$ cat src/verilog/lpc_target_pkg.sv
// Purpose: Shared constants and types for the LPC flash target interface.
// Assumes: All LPC pins are synchronous to sys_clk.
// Notes:   Nibble codes and phase counts of a single-byte memory cycle.
package lpc_target_pkg;

	// Field nibbles on LAD
	localparam logic [3:0] START_CODE      = 4'h0;
	localparam logic [1:0] CYC_MEM_CODE    = 2'h1; // Upper bits of type
	localparam logic [3:0] SHORT_WAIT_SYNC = 4'h5;
	localparam logic [3:0] READY_SYNC      = 4'h0;
	localparam logic [3:0] TURN_NIBBLE     = 4'hF;

	// Field positions
	localparam int TYPE_DIR_BIT  = 1;
	localparam int TYPE_LOW_BIT  = 0;
	localparam int ARRAY_SEL_BIT = 22;

	// Phase lengths, as last index of an up-counted phase
	localparam logic [2:0] ADDR_LAST = 3'h7; // Eight address nibbles
	localparam logic [2:0] WAIT_LAST = 3'h1; // Two wait-sync clocks
	localparam logic [2:0] DATA_LAST = 3'h1; // Two data nibbles

	// Highest LPC clock rate the pipeline is built for
	localparam int LPC_MAX_MHZ = 33;

	// Cycle phases
	typedef enum logic [3:0] {
		ST_IDLE,
		ST_START,
		ST_ADDR,
		ST_RD_TAR1,
		ST_RD_TAR2,
		ST_RD_WAIT,
		ST_RD_READY,
		ST_RD_DATA,
		ST_WR_DATA,
		ST_WR_TAR1,
		ST_WR_TAR2,
		ST_WR_SYNC,
		ST_END_TAR
	} phase_t;

endpackage

$ cat src/verilog/ctrl_if.sv
// Purpose: Carries reset and protection controls between the two modules.
// Assumes: One clock domain, sys_clk.
// Notes:   Every signal is driven by a flip-flop in the producer.
`timescale 1ns/10ps
interface ctrl_if;
	logic restore_pulse; // Leaving reset: read mode and lock defaults
	logic pe_abort;      // Kill a running program or erase
	logic force_top;     // Top block protection forced
	logic force_all;     // Block protection forced

	modport gen (output restore_pulse, output pe_abort,
		output force_top, output force_all);
	modport sink (input restore_pulse, input pe_abort,
		input force_top, input force_all);
endinterface

$ cat src/verilog/lpc_reset_protect.sv
// Purpose: Reset entry and exit effects and forced block protection.
// Assumes: Reset pins are synchronous and held for the minimum pulse time.
// Notes:   Outputs are one-cycle pulses or registered levels.
`timescale 1ns/10ps
module lpc_reset_protect (
	input  wire logic sys_clk,           // System clock
	input  wire logic srst,              // Synchronous reset, high
	input  wire logic interface_reset_n, // Interface reset, low
	input  wire logic cpu_reset_n,       // Processor reset, low
	input  wire logic pe_busy,           // Program or erase running
	input  wire logic top_block_lock_n,  // Top block lock pin, low
	input  wire logic write_protect_n,   // Write protect pin, low
	ctrl_if.gen       ctl                // Controls to the main module
);

	logic in_reset;
	logic next_in_reset;
	logic next_restore;
	logic next_abort;
	logic next_top;
	logic next_all;
	logic pin_reset;

	// Either reset pin low puts the device in reset
	always_comb
	begin
		pin_reset     = ~interface_reset_n | ~cpu_reset_n;
		next_in_reset = pin_reset;
		// Pulse once on release so lock state goes back to defaults
		next_restore  = in_reset & ~pin_reset;
		// Abort a running operation on the first reset clock only
		next_abort    = pin_reset & ~in_reset & pe_busy;
		// Pins override whatever the lock registers hold
		next_top      = ~top_block_lock_n;
		next_all      = ~write_protect_n;
	end

	// Register state; srst acts as a reset held at power-up
	always_ff @(posedge sys_clk)
	begin
		if (srst)
		begin
			in_reset          <= 1'b1;
			ctl.restore_pulse <= 1'b0;
			ctl.pe_abort      <= 1'b0;
			ctl.force_top     <= 1'b1;
			ctl.force_all     <= 1'b1;
		end
		else
		begin
			in_reset          <= next_in_reset;
			ctl.restore_pulse <= next_restore;
			ctl.pe_abort      <= next_abort;
			ctl.force_top     <= next_top;
			ctl.force_all     <= next_all;
		end
	end

endmodule

$ cat src/verilog/lpc_flash_target_interface.sv
// Purpose: LPC target decoder for single-byte memory read and write.
// Assumes: sys_clk is the LPC clock; inputs synchronous to it.
// Notes:   LAD output and enable are registered and aligned to the phase.
//          Abort and reset pins act at the next clock edge.
//
// Functional notes
// - Start field: frame low with nibble 0000b at a rising edge.
// - Read cycle type nibble is 0100b.
// - Thirty-two bit address arrives in eight nibbles, most significant first.
// - Address bit 22 selects array when one, registers when zero.
// - Device takes over LAD in second read turnaround clock.
// - Read always drives short wait sync 0101b for two clocks.
// - Then ready sync 0000b for one clock.
// - Read byte returned low nibble first, then high nibble.
// - Device drives 1111b one clock, then releases LAD.
// - Write: host sends type, address, data; device answers with sync.
// - Frame low mid-cycle aborts the cycle and floats LAD at once.
// - Write command starts once the byte is in; abort still frees bus.
// - Idle with frame high: standby, LAD floating.
// - Either reset pin low: reset, deselected, outputs floating.
// - Leaving reset restores read mode and lock defaults.
// - Reset during program or erase aborts the operation.
// - Top block lock and write protect pins force protection.
// - Interface works at LPC clocks up to 33 MHz.
// - Write cycle type nibble is 011Xb.
// - Write sync 0000b for one clock acknowledges the data.
// - After write sync, 1111b for one clock, then release LAD.
`timescale 1ns/10ps
module lpc_flash_target_interface (
	input  wire logic        sys_clk,           // LPC clock
	input  wire logic        srst,              // Synchronous reset, high
	input  wire logic        lframe_n,          // Frame, low
	input  wire logic [3:0]  lad_in,            // LAD as seen on the pins
	output logic      [3:0]  lad_out,           // LAD value driven
	output logic             lad_oe,            // LAD output enable, high
	input  wire logic        interface_reset_n, // Interface reset, low
	input  wire logic        cpu_reset_n,       // Processor reset, low
	input  wire logic        top_block_lock_n,  // Top block lock, low
	input  wire logic        write_protect_n,   // Write protect, low
	input  wire logic        pe_busy,           // Program or erase running
	input  wire logic [7:0]  mem_rdata,         // Read byte from core
	output logic             mem_rd_req,        // Read request pulse
	output logic             mem_wr_req,        // Write command pulse
	output logic      [31:0] mem_addr,          // Assembled address
	output logic             mem_array_sel,     // 1 array, 0 registers
	output logic      [7:0]  mem_wdata,         // Write byte
	output logic             defaults_restore,  // Read mode, lock defaults
	output logic             pe_abort,          // Abort program or erase
	output logic             force_top_lock,    // Top block forced locked
	output logic             force_all_lock     // Blocks forced locked
);

	// Reset and lock controls from the helper module
	ctrl_if ctl ();

	// Reset entry, exit and protection pins
	lpc_reset_protect u_reset_protect (
		.sys_clk           (sys_clk),
		.srst              (srst),
		.interface_reset_n (interface_reset_n),
		.cpu_reset_n       (cpu_reset_n),
		.pe_busy           (pe_busy),
		.top_block_lock_n  (top_block_lock_n),
		.write_protect_n   (write_protect_n),
		.ctl               (ctl)
	);

	// Cycle state and its next values
	lpc_target_pkg::phase_t phase;
	lpc_target_pkg::phase_t next_phase;
	logic [2:0]  cnt;
	logic [2:0]  next_cnt;
	logic        is_write;
	logic        next_is_write;
	logic [7:0]  rbyte;
	logic [7:0]  next_rbyte;

	// Next values of the registered pin and core outputs
	logic [3:0]  next_lad_out;
	logic        next_lad_oe;
	logic        next_rd_req;
	logic        next_wr_req;
	logic [31:0] next_addr;
	logic [7:0]  next_wdata;

	// Decoded conditions
	logic        dev_reset;
	logic        start_seen;

	// Next values of the reset and lock outputs
	logic        next_defaults;
	logic        next_pe_abort;
	logic        next_force_top;
	logic        next_force_all;

	// Reset pins deselect in the same clock, not one later
	assign dev_reset  = srst | ~interface_reset_n | ~cpu_reset_n;
	assign start_seen = ~lframe_n & (lad_in == lpc_target_pkg::START_CODE);

	// Phase sequencing; everything is one register stage per LPC clock,
	// so the whole path fits easily in a 33 MHz period
	always_comb
	begin
		next_phase    = phase;
		next_cnt      = cnt;
		next_is_write = is_write;
		next_rbyte    = rbyte;
		next_rd_req   = 1'b0;
		next_wr_req   = 1'b0;
		next_addr     = mem_addr;
		next_wdata    = mem_wdata;
		case (phase)
			lpc_target_pkg::ST_IDLE:
			begin
				if (start_seen)
					next_phase = lpc_target_pkg::ST_START;
			end
			lpc_target_pkg::ST_START:
			begin
				// Start may last several clocks; the last low one counts
				if (!lframe_n)
					next_phase = start_seen ? lpc_target_pkg::ST_START
						: lpc_target_pkg::ST_IDLE;
				else if (lad_in[3:2] == lpc_target_pkg::CYC_MEM_CODE &&
					(lad_in[lpc_target_pkg::TYPE_DIR_BIT] ||
					!lad_in[lpc_target_pkg::TYPE_LOW_BIT]))
				begin
					next_phase    = lpc_target_pkg::ST_ADDR;
					next_is_write = lad_in[lpc_target_pkg::TYPE_DIR_BIT];
					next_cnt      = 3'h0;
				end
				else
					next_phase = lpc_target_pkg::ST_IDLE;
			end
			lpc_target_pkg::ST_ADDR:
			begin
				// Shift left so the first nibble ends up on top
				next_addr = {mem_addr[27:0], lad_in};
				next_cnt  = cnt + 3'h1;
				if (cnt == lpc_target_pkg::ADDR_LAST)
				begin
					next_cnt = 3'h0;
					if (is_write)
						next_phase = lpc_target_pkg::ST_WR_DATA;
					else
					begin
						next_phase  = lpc_target_pkg::ST_RD_TAR1;
						next_rd_req = 1'b1;
					end
				end
			end
			lpc_target_pkg::ST_RD_TAR1: // Host drives 1111b here
				next_phase = lpc_target_pkg::ST_RD_TAR2;
			lpc_target_pkg::ST_RD_TAR2:
			begin
				next_phase = lpc_target_pkg::ST_RD_WAIT;
				next_cnt   = 3'h0;
			end
			lpc_target_pkg::ST_RD_WAIT:
			begin
				next_cnt = cnt + 3'h1;
				if (cnt == lpc_target_pkg::WAIT_LAST)
					next_phase = lpc_target_pkg::ST_RD_READY;
			end
			lpc_target_pkg::ST_RD_READY:
			begin
				next_rbyte = mem_rdata;
				next_phase = lpc_target_pkg::ST_RD_DATA;
				next_cnt   = 3'h0;
			end
			lpc_target_pkg::ST_RD_DATA:
			begin
				next_cnt = cnt + 3'h1;
				if (cnt == lpc_target_pkg::DATA_LAST)
					next_phase = lpc_target_pkg::ST_END_TAR;
			end
			lpc_target_pkg::ST_WR_DATA:
			begin
				// Low nibble arrives first
				next_wdata = {lad_in, mem_wdata[7:4]};
				next_cnt   = cnt + 3'h1;
				if (cnt == lpc_target_pkg::DATA_LAST)
				begin
					// Command launches now; a later abort cannot recall it
					next_wr_req = 1'b1;
					next_phase  = lpc_target_pkg::ST_WR_TAR1;
				end
			end
			lpc_target_pkg::ST_WR_TAR1:
				next_phase = lpc_target_pkg::ST_WR_TAR2;
			lpc_target_pkg::ST_WR_TAR2:
				next_phase = lpc_target_pkg::ST_WR_SYNC;
			lpc_target_pkg::ST_WR_SYNC:
				next_phase = lpc_target_pkg::ST_END_TAR;
			lpc_target_pkg::ST_END_TAR:
				next_phase = lpc_target_pkg::ST_IDLE;
			default:
				next_phase = lpc_target_pkg::ST_IDLE;
		endcase
		// Frame low in mid-cycle abandons it; a start may follow
		if (phase != lpc_target_pkg::ST_IDLE &&
			phase != lpc_target_pkg::ST_START && !lframe_n)
		begin
			next_phase  = start_seen ? lpc_target_pkg::ST_START
				: lpc_target_pkg::ST_IDLE;
			next_rd_req = 1'b0;
			// Byte not complete, so the command never reaches the core
			next_wr_req = 1'b0;
		end
	end

	// LAD drive for the phase being entered, so pins match the phase
	always_comb
	begin
		next_lad_oe  = 1'b1;
		next_lad_out = lpc_target_pkg::TURN_NIBBLE;
		case (next_phase)
			lpc_target_pkg::ST_RD_TAR2,
			lpc_target_pkg::ST_WR_TAR2:
				next_lad_out = lpc_target_pkg::TURN_NIBBLE;
			lpc_target_pkg::ST_RD_WAIT:
				next_lad_out = lpc_target_pkg::SHORT_WAIT_SYNC;
			lpc_target_pkg::ST_RD_READY,
			lpc_target_pkg::ST_WR_SYNC:
				next_lad_out = lpc_target_pkg::READY_SYNC;
			// Low nibble straight from the core, high one from the copy
			lpc_target_pkg::ST_RD_DATA:
				next_lad_out = (phase == lpc_target_pkg::ST_RD_READY)
					? mem_rdata[3:0] : rbyte[7:4];
			lpc_target_pkg::ST_END_TAR:
				next_lad_out = lpc_target_pkg::TURN_NIBBLE;
			default: // Standby and host-driven phases float LAD
				next_lad_oe = 1'b0;
		endcase
	end

	// Registers; any reset pin floats LAD and drops the cycle
	// One stage per clock leaves ample slack at 33 MHz
	always_ff @(posedge sys_clk)
	begin
		if (dev_reset)
		begin
			phase         <= lpc_target_pkg::ST_IDLE;
			cnt           <= 3'h0;
			is_write      <= 1'b0;
			rbyte         <= 8'h00;
			lad_out       <= lpc_target_pkg::TURN_NIBBLE;
			lad_oe        <= 1'b0;
			mem_rd_req    <= 1'b0;
			mem_wr_req    <= 1'b0;
			mem_addr      <= 32'h0000_0000;
			mem_array_sel <= 1'b0;
			mem_wdata     <= 8'h00;
		end
		else
		begin
			phase         <= next_phase;
			cnt           <= next_cnt;
			is_write      <= next_is_write;
			rbyte         <= next_rbyte;
			lad_out       <= next_lad_out;
			lad_oe        <= next_lad_oe;
			mem_rd_req    <= next_rd_req;
			mem_wr_req    <= next_wr_req;
			mem_addr      <= next_addr;
			mem_array_sel <= next_addr[lpc_target_pkg::ARRAY_SEL_BIT];
			mem_wdata     <= next_wdata;
		end
	end

	// Reset effects and forced locks; a second stage keeps outputs on flops
	always_comb
	begin
		next_defaults  = ctl.restore_pulse;
		next_pe_abort  = ctl.pe_abort;
		next_force_top = ctl.force_top;
		next_force_all = ctl.force_all;
	end

	// Register the reset effects and forced locks
	always_ff @(posedge sys_clk)
	begin
		if (srst)
		begin
			defaults_restore <= 1'b0;
			pe_abort         <= 1'b0;
			force_top_lock   <= 1'b1;
			force_all_lock   <= 1'b1;
		end
		else
		begin
			defaults_restore <= next_defaults;
			pe_abort         <= next_pe_abort;
			force_top_lock   <= next_force_top;
			force_all_lock   <= next_force_all;
		end
	end

endmodule

$ cat config.mk
export PLATFORM = sky130hd
export DESIGN_NAME = lpc_flash_target_interface
export DESIGN_NICKNAME = d
export VERILOG_FILES = /design/src/verilog/lpc_target_pkg.sv /design/src/verilog/ctrl_if.sv /design/src/verilog/lpc_reset_protect.sv /design/src/verilog/lpc_flash_target_interface.sv
export SDC_FILE = /design/constraint.sdc
export NUM_CORES = 1
export LEC_CHECK = 0
export BUFFER_PORTS_ARGS = -buffer_cell sky130_fd_sc_hd__buf_2
export CAP_MARGIN = 15
export CORE_MARGIN = 2
export CORE_UTILIZATION = 53
export CTS_CLUSTER_DIAMETER = 60
export DETAILED_ROUTE_END_ITERATION = 12
export PLACE_DENSITY = 0.8
export REMOVE_ABC_BUFFERS = 1
export SKIP_LAST_GASP = 1
export SYNTH_ARGS = -nofsm -noshare
export SYNTH_HDL_FRONTEND = slang
export SYNTH_SLANG_ARGS = --single-unit
$ cat constraint.sdc
create_clock -name sys_clk -period 3 [get_ports sys_clk]
set_clock_uncertainty 0.1 [all_clocks]
set_input_delay 0.6 -clock sys_clk [delete_from_list [all_inputs] [get_ports sys_clk]]
set_output_delay 0.6 -clock sys_clk [all_outputs]
set_load 0.005 [all_outputs]
== After elaboration in Yosys (flattened, before gate mapping) ==
Index checks and enable logic that the tools add are counted.

* Add/subtract/negate cells: 1
* Equality and inequality tests: 24
* Multiplexer cells: 20
* Bitwise gates (word level): 17
* Reductions and logical operators: 18

{| class="wikitable"
|+ Operators with widths
! kind !! number
|-
| one-hot mux 4 bit (12 select lines) || 1
|-
| == test 4 x 3 -> 1 bit (second input constant) || 8
|-
| two-way mux 4 bit || 8
|-
| == test 4 bit (second input constant) || 7
|-
| one-hot mux 3 bit (4 select lines) || 1
|-
| one-hot mux 4 bit (3 select lines) || 1
|-
| NOT 1 bit || 10
|-
| two-way mux 3 bit || 3
|-
| == test 4 x 2 -> 1 bit (second input constant) || 2
|-
| zero test 4 bit || 2
|-
| nonzero test 4 bit || 2
|-
| OR reduction 7 bit || 1
|-
| AND reduction 3 bit || 2
|-
| OR reduction 3 bit || 2
|-
| bitwise AND 1 bit || 4
|-
| == test 4 x 1 -> 1 bit (second input constant) || 1
|-
| two-way mux 1 bit || 4
|-
| two-way mux 2 bit || 2
|-
| != test 2 bit (second input constant) || 2
|-
| != test 4 x 1 -> 1 bit (second input constant) || 1
|-
| OR reduction 2 bit || 2
|-
| OR reduction 4 bit || 1
|-
| adder 3 x 1 -> 3 bit (second input constant) || 1
|-
| == test 3 x 1 -> 1 bit (second input constant) || 1
|-
| 6 further kinds || 11
|}

* Register bits: 72
* Input port bits: 20
* Output and inout port bits: 52
* Word-level logic and storage cells: 100

== Longest topological paths before layout ==
Gate-level depths: netlist of the first run.

* Depth in word-level cells: 10
* Mapped depth: 7
* Gate-level depth less buffers: 7

== By module ==
Synthesis of the first run repeated with hierarchy kept, for this count alone.

* Cells, all modules: 328
* Area, all modules: 2748.9 um2

{| class="wikitable"
|+ By module, submodules not included
! module !! times used !! cells each !! area each (um2) !! seq. area each (um2)
|-
| lpc_flash_target_interface || 1 || 316 || 2608.8 || 1261.2
|-
| lpc_reset_protect || 1 || 12 || 140.1 || 100.1
|}

== Worst setup path after synthesis of the first run ==
OpenSTA, ideal clock, no wires.

* Path type: reg2reg
* Start: register cnt[0]
* End: register lad_out[1]
* Setup time: 0.070 ns
* Data arrival time: 1.761 ns
* Required time: 2.830 ns
* Setup slack: 1.069 ns
* Cell stages (with the launch flop): 7
* Path buffers: 0
* Period minus slack after synthesis: 1.931 ns
* Cells stage by stage: dfxtp_1 > ha_1 > nand3b_2 > or4b_1 > o2111ai_1 > mux2_4 > a21boi_1

* Word-level cells in the longest chain between the ends: 7
* Elaborated cells between the ends (all ways): 14
* Classes of those cells: eq/ne (6); mux (7); reduce/logical (1)

{| class="wikitable"
|+ Ends and longest elaborated chain
! element !! RTL line !! RTL
|-
| start: declaration || lpc_flash_target_interface.sv:71 || <nowiki>logic [2:0] cnt;</nowiki>
|-
| start signal: assignment || lpc_flash_target_interface.sv:258 || <nowiki>cnt <= next_cnt;</nowiki>
|-
| == test 3 x 1 -> 1 bit / == test 3 bit (equally long branches) || n/a ||
|-
| two-way mux 4 bit, on equally long branches || n/a ||
|-
| one-hot mux 4 bit (12 select lines) * || lpc_flash_target_interface.sv:112 || <nowiki>case (phase)</nowiki>
|-
| two-way mux 4 bit * || lpc_flash_target_interface.sv:201 || <nowiki>if (phase != lpc_target_pkg::ST_IDLE &&</nowiki>
|-
| == test 4 x 3 -> 1 bit / == test 4 bit (equally long branches) || lpc_flash_target_interface.sv:217 || <nowiki>case (next_phase)</nowiki>
|-
| OR reduction 2 bit || lpc_flash_target_interface.sv:217 ||
|-
| one-hot mux 4 bit (3 select lines) * || lpc_flash_target_interface.sv:217 ||
|-
| end signal: assignment || lpc_flash_target_interface.sv:247 || <nowiki>lad_out <= lpc_target_pkg::TURN_NIBBLE;</nowiki>
|-
| end signal: assignment || lpc_flash_target_interface.sv:261 || <nowiki>lad_out <= next_lad_out;</nowiki>
|-
| end: declaration || lpc_flash_target_interface.sv:34 || <nowiki>output logic [3:0] lad_out,</nowiki>
|}

Mark *: on every way between the ends. The rest lies on a longest branch, timed or not.
A chain may end at the register's enable or synchronous reset.

== Final worst setup path of the first run ==
* Start: register phase[2]
* End: register lad_out[1]

* Word-level cells in the longest chain between the ends: 7
* Elaborated cells between the ends (all ways): 30
* Classes of those cells: eq/ne (16); mux (9); reduce/logical (5)

{| class="wikitable"
|+ Ends and longest elaborated chain
! element !! RTL line !! RTL
|-
| start: declaration || lpc_flash_target_interface.sv:69 || <nowiki>lpc_target_pkg::phase_t phase;</nowiki>
|-
| start signal: assignment || lpc_flash_target_interface.sv:243 || <nowiki>phase <= lpc_target_pkg::ST_IDLE;</nowiki>
|-
| start signal: assignment || lpc_flash_target_interface.sv:257 || <nowiki>phase <= next_phase;</nowiki>
|-
| branches (longest 6 deep; another with one-hot mux 4 bit (12 select lines)) || n/a ||
|-
| one-hot mux 4 bit (3 select lines) * || lpc_flash_target_interface.sv:217 ||
|}

Every way passes the cells marked *.

==> impl_metrics.env, run 1 <==
export IMPL_status="complete, no violations"
export IMPL_synthCells=319
export IMPL_fp_dieArea_mm2=0.00568
export IMPL_drc_errors=0
export IMPL_clock_latency_ns=0.33
export IMPL_slew_violations=0
export IMPL_seq_area_mm2=0.00136
export IMPL_core_mm2=0.00482
export IMPL_cp_data_required_time_ns=3.12
export IMPL_clock_sinks=68
export IMPL_initial_core_util_pct=56.0
export IMPL_synth_edf_count=0
export IMPL_drt_iter0_markers=118
export IMPL_syn_to_final_growth_pct=21.5
export IMPL_syn_mean_instance_area_um2=8.46
export IMPL_grt_max_degree=50
export IMPL_port_buffers=71
export IMPL_clockBufferDepth=2
export IMPL_finalWorstPathRequiredPeriod_ns=2.34
export IMPL_post_cts_resized=0
export IMPL_cts_tree="yes"
export IMPL_startpoint_type="flip-flop"
export IMPL_cap_violations=0
export IMPL_tightest_slew_ns=0.627
export IMPL_powerDensity_mw_per_mm2=509
export IMPL_p_sw_share_pct=19.7
export IMPL_slew_headroom_pct=58.1
export IMPL_cts_htree_levels=3
export IMPL_grt_pass1_vias=2138
export IMPL_arrival_ns=2.45
export IMPL_diodes=0
export IMPL_hp_class="reg -> reg"
export IMPL_synth_top_area_cell="dfxtp_1"
export IMPL_comb_power_share_pct=2.2
export IMPL_async_reset_ff_share_pct=0
export IMPL_synth_warning_count=0
export IMPL_ctsHoldBuffers=0
export IMPL_n_fill_cell=433
export IMPL_grt_overflow_total=0
export IMPL_rows=25
export IMPL_post_drt_via_cell_ratio=5.17
export IMPL_drive_above_1_share_pct=24.4
export IMPL_place_hpwl_mm=4.08
export IMPL_synth_distinct_cells=42
export IMPL_synth_top_area_share_pct=50.5
export IMPL_clock_root_buffer="clkbuf_8"
export IMPL_multiInputGateArea_mm2=0.00123
export IMPL_internal_power_mw=1.34
export IMPL_final_nets=410
export IMPL_post_dp_cell_area_mm2=0.00309
export IMPL_grt_setup_unrepaired="false"
export IMPL_numCtsBuffers=9
export IMPL_avgRoutedWirePerCell_um=12.9
export IMPL_yosys_most_used_dff="dfxtp_1"
export IMPL_drt_wl_total_mm=5.91
export IMPL_syn_area_mm2=0.00270
export IMPL_path_max_fanout=18
export IMPL_clkTransAtPathRegs_ns=0.06
export IMPL_path_class="reg -> reg"
export IMPL_pwr_share_clk_pct=43.4
export IMPL_die_w_um=75.3
export IMPL_vias=2364
export IMPL_finalHoldViolCount=0
export IMPL_post_cts_buffers=0
export IMPL_grt_usage_pct=22.2
export IMPL_seq_power_share_pct=54.4
export IMPL_p_switching_mw=0.329
export IMPL_total_power_mw=1.67
export IMPL_drtAntennaViolNets=0
export IMPL_post_route_period_util_pct=78.0
export IMPL_fin_setup_tns_ns=0
export IMPL_max_freq_mhz=428
export IMPL_setup_viol=0
export IMPL_critPathCaptureType="flip-flop"
export IMPL_routabilityCongestion=0.878
export IMPL_synth_seq_cells=68
export IMPL_grt_pass1_wl_mm=9.46
export IMPL_dr_pass1_iters=4
export IMPL_ys_seq_area_share_pct=50.5
export IMPL_ir_drop_v=0.000305
export IMPL_final_cell_area_mm2=0.00328
export IMPL_die_h_um=75.3
export IMPL_pin_count=72
export IMPL_yosys_top_cells_area="dfxtp_1, nand2_1, a21oi_1, mux2i_1, nor2_1"
export IMPL_antenna_found_initial=0
export IMPL_hold_ws_ns=0.308
export IMPL_p_leak_nw=1.27
sequential cells by signal, indices dropped and copies added (netlist names), 3 cells and up:
register   count
lad_out        4
mem_wdata      8
cnt            3
rbyte          4
phase          4
mem_addr      32
critical path, cell delays in order, from the launching register on:
cell and delay [ns]:
dfxtp_1 0.72, nor2b_1 0.37, and2_1 0.47, mux2i_1 0.27, o2111ai_1 0.12, a21boi_1 0.17
per-stage QoR:
stage	instances	utilization, %	setup WS (ns)
2_1_floorplan	301	-	0.594
3_3_place_gp	443	64.1	0.811
3_5_place_dp	443	64.1	0.705
4_1_cts	457	68.0	0.695
5_1_grt	457	68.0	0.485
6_report	457	68.0	0.661
power by group through the flow:
| stage | sequential [mW] | clock [mW] | combinational (mW) |
|---|---|---|---|
| floorplan | 0.928 | 0 | 0.0129 |
| global placement | 0.928 | 0 | 0.0357 |
| detailed placement | 0.928 | 0 | 0.0361 |
| CTS | 0.908 | 0.747 | 0.0362 |
| global route | 0.908 | 0.791 | 0.0400 |
| finish | 0.908 | 0.725 | 0.0361 |
cells in the mapped netlist, drive strengths merged, types with 3 or more instances:
cell type and count:
clkbuf 11, ha 3, mux2i 9, o21ai 7
dfxtp 68, a21oi 43, inv 7, buf 7
nand2 90, nor3 3, o21a 3, o2111ai 4
nand2b 5, nand3 3, a21boi 3, a22oi 3
nor2b 7, nor2 16
routing by layer:
metal | GRT usage, % | vias up | wire length [um]
met2 | 37.1 | 70 | 2950
li1 | - | 1213 | -
met1 | 26.3 | 1077 | 2550
met4 | 7.60 | 0 | 48
met5 | 0 | - | 0
met3 | 8.20 | 4 | 368
logic make-up (layout without fill, tap and decap cells):
logic type	count (synthesis)	in the layout	share of synthesized area, %
multiplexers	10	10	3.90
buffers and inverters	25	96	3.94
flip-flops	68	68	50.5
AND/OR/NAND/NOR	138	138	23.4
AO/OA/AOI/OAI	75	75	16.9
adder cells (fa/ha/maj)	3	3	1.39
layout by cell type, fill, tap and decap left out, types with 2 or more instances in the layout:
cell,count
dfxtp_1,68
nor2b_1,7
nand2b_1,5
and2_1,2
a21o_1,2
nand2_1,90
ha_1,3
or2_2,2
buf_2,71
o22a_1,2
clkbuf_8,11
a22oi_1,3
a21oi_1,43
a21boi_1,2
mux2i_1,9
nor2_1,16
o21ai_0,7
nand3_1,3
nor3_1,2
nor4_1,2
o21a_1,3
inv_1,7
a31oi_1,2
o2111ai_1,4
and3b_1,2
buf_4,4
area by class of cell:
| class | count | share of cell area (%) |
|---|---|---|
| inverters | 7 | 0.802 |
| well taps | 67 | 2.56 |
| clock inverters | 2 | 1.07 |
| flip-flops and latches | 68 | 41.5 |
| multi-input cells | 226 | 37.5 |
| repair buffers | 75 | 11.8 |
| clock buffers | 12 | 4.73 |
path summary, 6_finish.rpt:
path	cells past startpoint	slack, ns	from	endpoint
min reg2reg	1	0.31	u_reset_protect.ctl.force_all$_SDFF_PP1_	force_all_lock$_SDFF_PP1_
min	1	0.31	u_reset_protect.ctl.force_all$_SDFF_PP1_	force_all_lock$_SDFF_PP1_
max reg2reg	5	0.66	phase[2]$_SDFF_PP0_	lad_out[1]$_SDFF_PP1_
max	5	0.66	phase[2]$_SDFF_PP0_	lad_out[1]$_SDFF_PP1_
No activity file was read; power rests on OpenSTA's default activity.
==> inputs of run 2 (changes only) <==
--- a/config.mk
+++ b/config.mk
@@ -8,10 +8,10 @@
 export BUFFER_PORTS_ARGS = -buffer_cell sky130_fd_sc_hd__buf_2
 export CAP_MARGIN = 15
 export CORE_MARGIN = 2
-export CORE_UTILIZATION = 53
+export CORE_UTILIZATION = 52
 export CTS_CLUSTER_DIAMETER = 60
 export DETAILED_ROUTE_END_ITERATION = 12
-export PLACE_DENSITY = 0.8
+export PLACE_DENSITY = 0.79
 export REMOVE_ABC_BUFFERS = 1
 export SKIP_LAST_GASP = 1
 export SYNTH_ARGS = -nofsm -noshare
==> constraint.sdc (replaced) <==
create_clock -name sys_clk -period 2.2 [get_ports sys_clk]
set_clock_uncertainty 0.1 [all_clocks]
set_input_delay 0.44 -clock sys_clk [delete_from_list [all_inputs] [get_ports sys_clk]]
set_output_delay 0.44 -clock sys_clk [all_outputs]
set_load 0.005 [all_outputs]
==> run 2 against run 1 <==
  * Clock power up 53%
  * Fmax up 16%
  * Register-to-register slack worse by 0.48 ns
  * First-iteration DRC count down 15%
  * Power up 44%
  * Global-route usage down 2.0 points
  * Sequential cell count unchanged
  * Non-clock buffer count up 4
  * Critical path type unchanged
  * Critical endpoint unchanged
  * Largest power group unchanged
==> impl_metrics.env, run 2 (synthesis gave the netlist of run 1 again) <==
export IMPL_cp_data_required_time_ns=2.37
export IMPL_ir_drop_v=0.000358
export IMPL_slew_violations=0
export IMPL_p_sw_share_pct=21.0
export IMPL_avgRoutedWirePerCell_um=12.2
export IMPL_clock_sinks=68
export IMPL_finalWorstPathRequiredPeriod_ns=2.02
export IMPL_regMostFlops="mem_addr"
export IMPL_grt_usage_pct=20.2
export IMPL_vias=2406
export IMPL_ctsHoldBuffers=0
export IMPL_reg_largest_list="mem_addr (32), mem_wdata (8)"
export IMPL_port_buffers=71
export IMPL_reg2reg_depth=6
export IMPL_grt_pass1_wl_mm=9.55
export IMPL_post_cts_resized=0
export IMPL_numCtsBuffers=9
export IMPL_largest_reg_flops=32
export IMPL_tightest_slew_ns=0.574
export IMPL_final_cell_area_mm2=0.00336
export IMPL_routabilityCongestion=0.925
export IMPL_total_power_mw=2.40
export IMPL_grtUsageMet3_pct=4.74
export IMPL_antenna_found_initial=0
export IMPL_grt_overflow_total=0
export IMPL_dp_cells=450
export IMPL_holdPathStages=2
export IMPL_drive_above_1_share_pct=26.3
export IMPL_clockBufferDepth=2
export IMPL_place_hpwl_mm=3.95
export IMPL_post_cts_buffers=0
export IMPL_setup_viol=0
export IMPL_final_nets=414
export IMPL_post_dp_cell_area_mm2=0.00313
export IMPL_grt_setup_unrepaired="false"
export IMPL_clock_root_buffer="clkbuf_8"
export IMPL_top_usage_layer="met2"
export IMPL_critPathCaptureType="flip-flop"
export IMPL_critical_path_cell_chain="ha_1 > nand3b_2 > or4b_1 > o2111ai_2 > mux2_4 > a21boi_1"
export IMPL_n_fill_cell=418
export IMPL_r2r_start="cnt[0]$_SDFFE_PP0P_"
export IMPL_cts_htree_levels=3
export IMPL_multiInputGateArea_mm2=0.00124
export IMPL_pwr_share_clk_pct=46.3
export IMPL_hp_class="in -> reg"
export IMPL_p_switching_mw=0.505
export IMPL_powerDensity_mw_per_mm2=714
export IMPL_rows=26
export IMPL_pre_cts_ws_ns=0.135
export IMPL_fin_cells=466
export IMPL_p_leak_nw=1.31
export IMPL_cap_violations=0
export IMPL_path_class="reg -> reg"
export IMPL_drt_iter0_markers=100
export IMPL_post_drt_via_cell_ratio=5.16
export IMPL_clock_latency_ns=0.34
export IMPL_grt_max_degree=46
export IMPL_rrSetupSlack_ns=0.18
export IMPL_use_met2_pct=34.8
export IMPL_internal_power_mw=1.90
export IMPL_grt_pass1_vias=2224
export IMPL_max_freq_mhz=496
export IMPL_drc_errors=0
export IMPL_comb_power_share_pct=2.1
export IMPL_cts_tree="yes"
export IMPL_path_max_fanout=5
export IMPL_layout_common_cells="nand2_1, buf_2, dfxtp_1, a21oi_1, nor2_1"
export IMPL_slowest_delay_ns=0.53
export IMPL_arrival_ns=2.19
export IMPL_die_w_um=76.0
export IMPL_finalHoldViolCount=0
export IMPL_hold_end="u_reset_protect.ctl.force_top$_SDFF_PP1_"
export IMPL_die_h_um=76.0
export IMPL_hold_ws_ns=0.158
export IMPL_startpoint_type="flip-flop"
export IMPL_dr_pass1_iters=4
export IMPL_clkTransAtPathRegs_ns=0.07
export IMPL_pin_count=72
export IMPL_post_route_period_util_pct=91.7
export IMPL_status="complete, no violations"
export IMPL_syn_to_final_growth_pct=24.6
export IMPL_postLayoutSetupSlackWorst_ns=0.182
export IMPL_slew_headroom_pct=61.5
export IMPL_diodes=0
export IMPL_seq_area_mm2=0.00136
export IMPL_seq_power_share_pct=51.5
export IMPL_slowest_stage="or4b_1"
export IMPL_drt_wl_total_mm=5.68
export IMPL_fp_dieArea_mm2=0.00578
export IMPL_drtAntennaViolNets=0
export IMPL_timing_rr_end="lad_out[1]$_SDFF_PP1_"
export IMPL_initial_core_util_pct=53.5
export IMPL_final_common_cell="nand2_1"
export IMPL_core_mm2=0.00504
export IMPL_met1_usage_pct=23.4
export IMPL_holdCritStartpoint="top_block_lock_n"
run 2: worst max path at each step:
stage	start	endpoint	slack [ns]
floorplan	phase[2]$_SDFF_PP0_	lad_oe$_SDFF_PP0_	-0.21
global placement	cnt[0]$_SDFFE_PP0P_	lad_out[1]$_SDFF_PP1_	0.21
detailed placement	phase[2]$_SDFF_PP0_	lad_out[1]$_SDFF_PP1_	0.13
CTS	phase[2]$_SDFF_PP0_	lad_out[1]$_SDFF_PP1_	0.12
global route	cnt[0]$_SDFFE_PP0P_	lad_out[3]$_SDFF_PP1_	0.005
finish	cnt[0]$_SDFFE_PP0P_	lad_out[1]$_SDFF_PP1_	0.18
run 2: per-stage QoR:
step           TNS, ns  util [%]
2_1_floorplan   -0.847         -
3_3_place_gp         0      62.1
3_5_place_dp         0      62.1
4_1_cts              0      66.4
5_1_grt              0      66.7
6_report             0      66.7
run 2: critical path: cells and delay by family, from the launching register on:
kind | cells | cell delay (ns)
AO/OA/AOI/OAI | 2 | 0.29
flip-flops | 1 | 0.37
multiplexers | 1 | 0.34
AND/OR/NAND/NOR | 2 | 0.65
adder cells (fa/ha/maj) | 1 | 0.19
run 2: metal layers:
| metal | vias to the layer above | share of wire (%) | wire length (um) |
|---|---|---|---|
| met4 | 0 | 2.6 | 150 |
| met2 | 70 | 48 | 2740 |
| met5 | - | 0 | 0 |
| met1 | 1099 | 44 | 2470 |
| li1 | 1222 | - | - |
| met3 | 15 | 5.5 | 311 |
run 2: layout make-up:
type | count | area share, %
Clock buffer | 10 | 3.80
Multi-Input combinational cell | 226 | 36.9
Timing Repair Buffer | 79 | 12.7
Inverter | 7 | 0.782
Clock inverter | 6 | 2.64
Tap cell | 70 | 2.61
Sequential cell | 68 | 40.5
run 2: power by group through the flow:
stage          Combinational, mW  Clock, mW  Sequential, mW
6_report                  0.0513       1.11            1.24
5_1_grt                   0.0563       1.18            1.24
4_1_cts                   0.0515       1.13            1.24
3_5_place_dp              0.0515          0            1.27
3_3_place_gp              0.0508          0            1.27
2_1_floorplan             0.0176          0            1.27
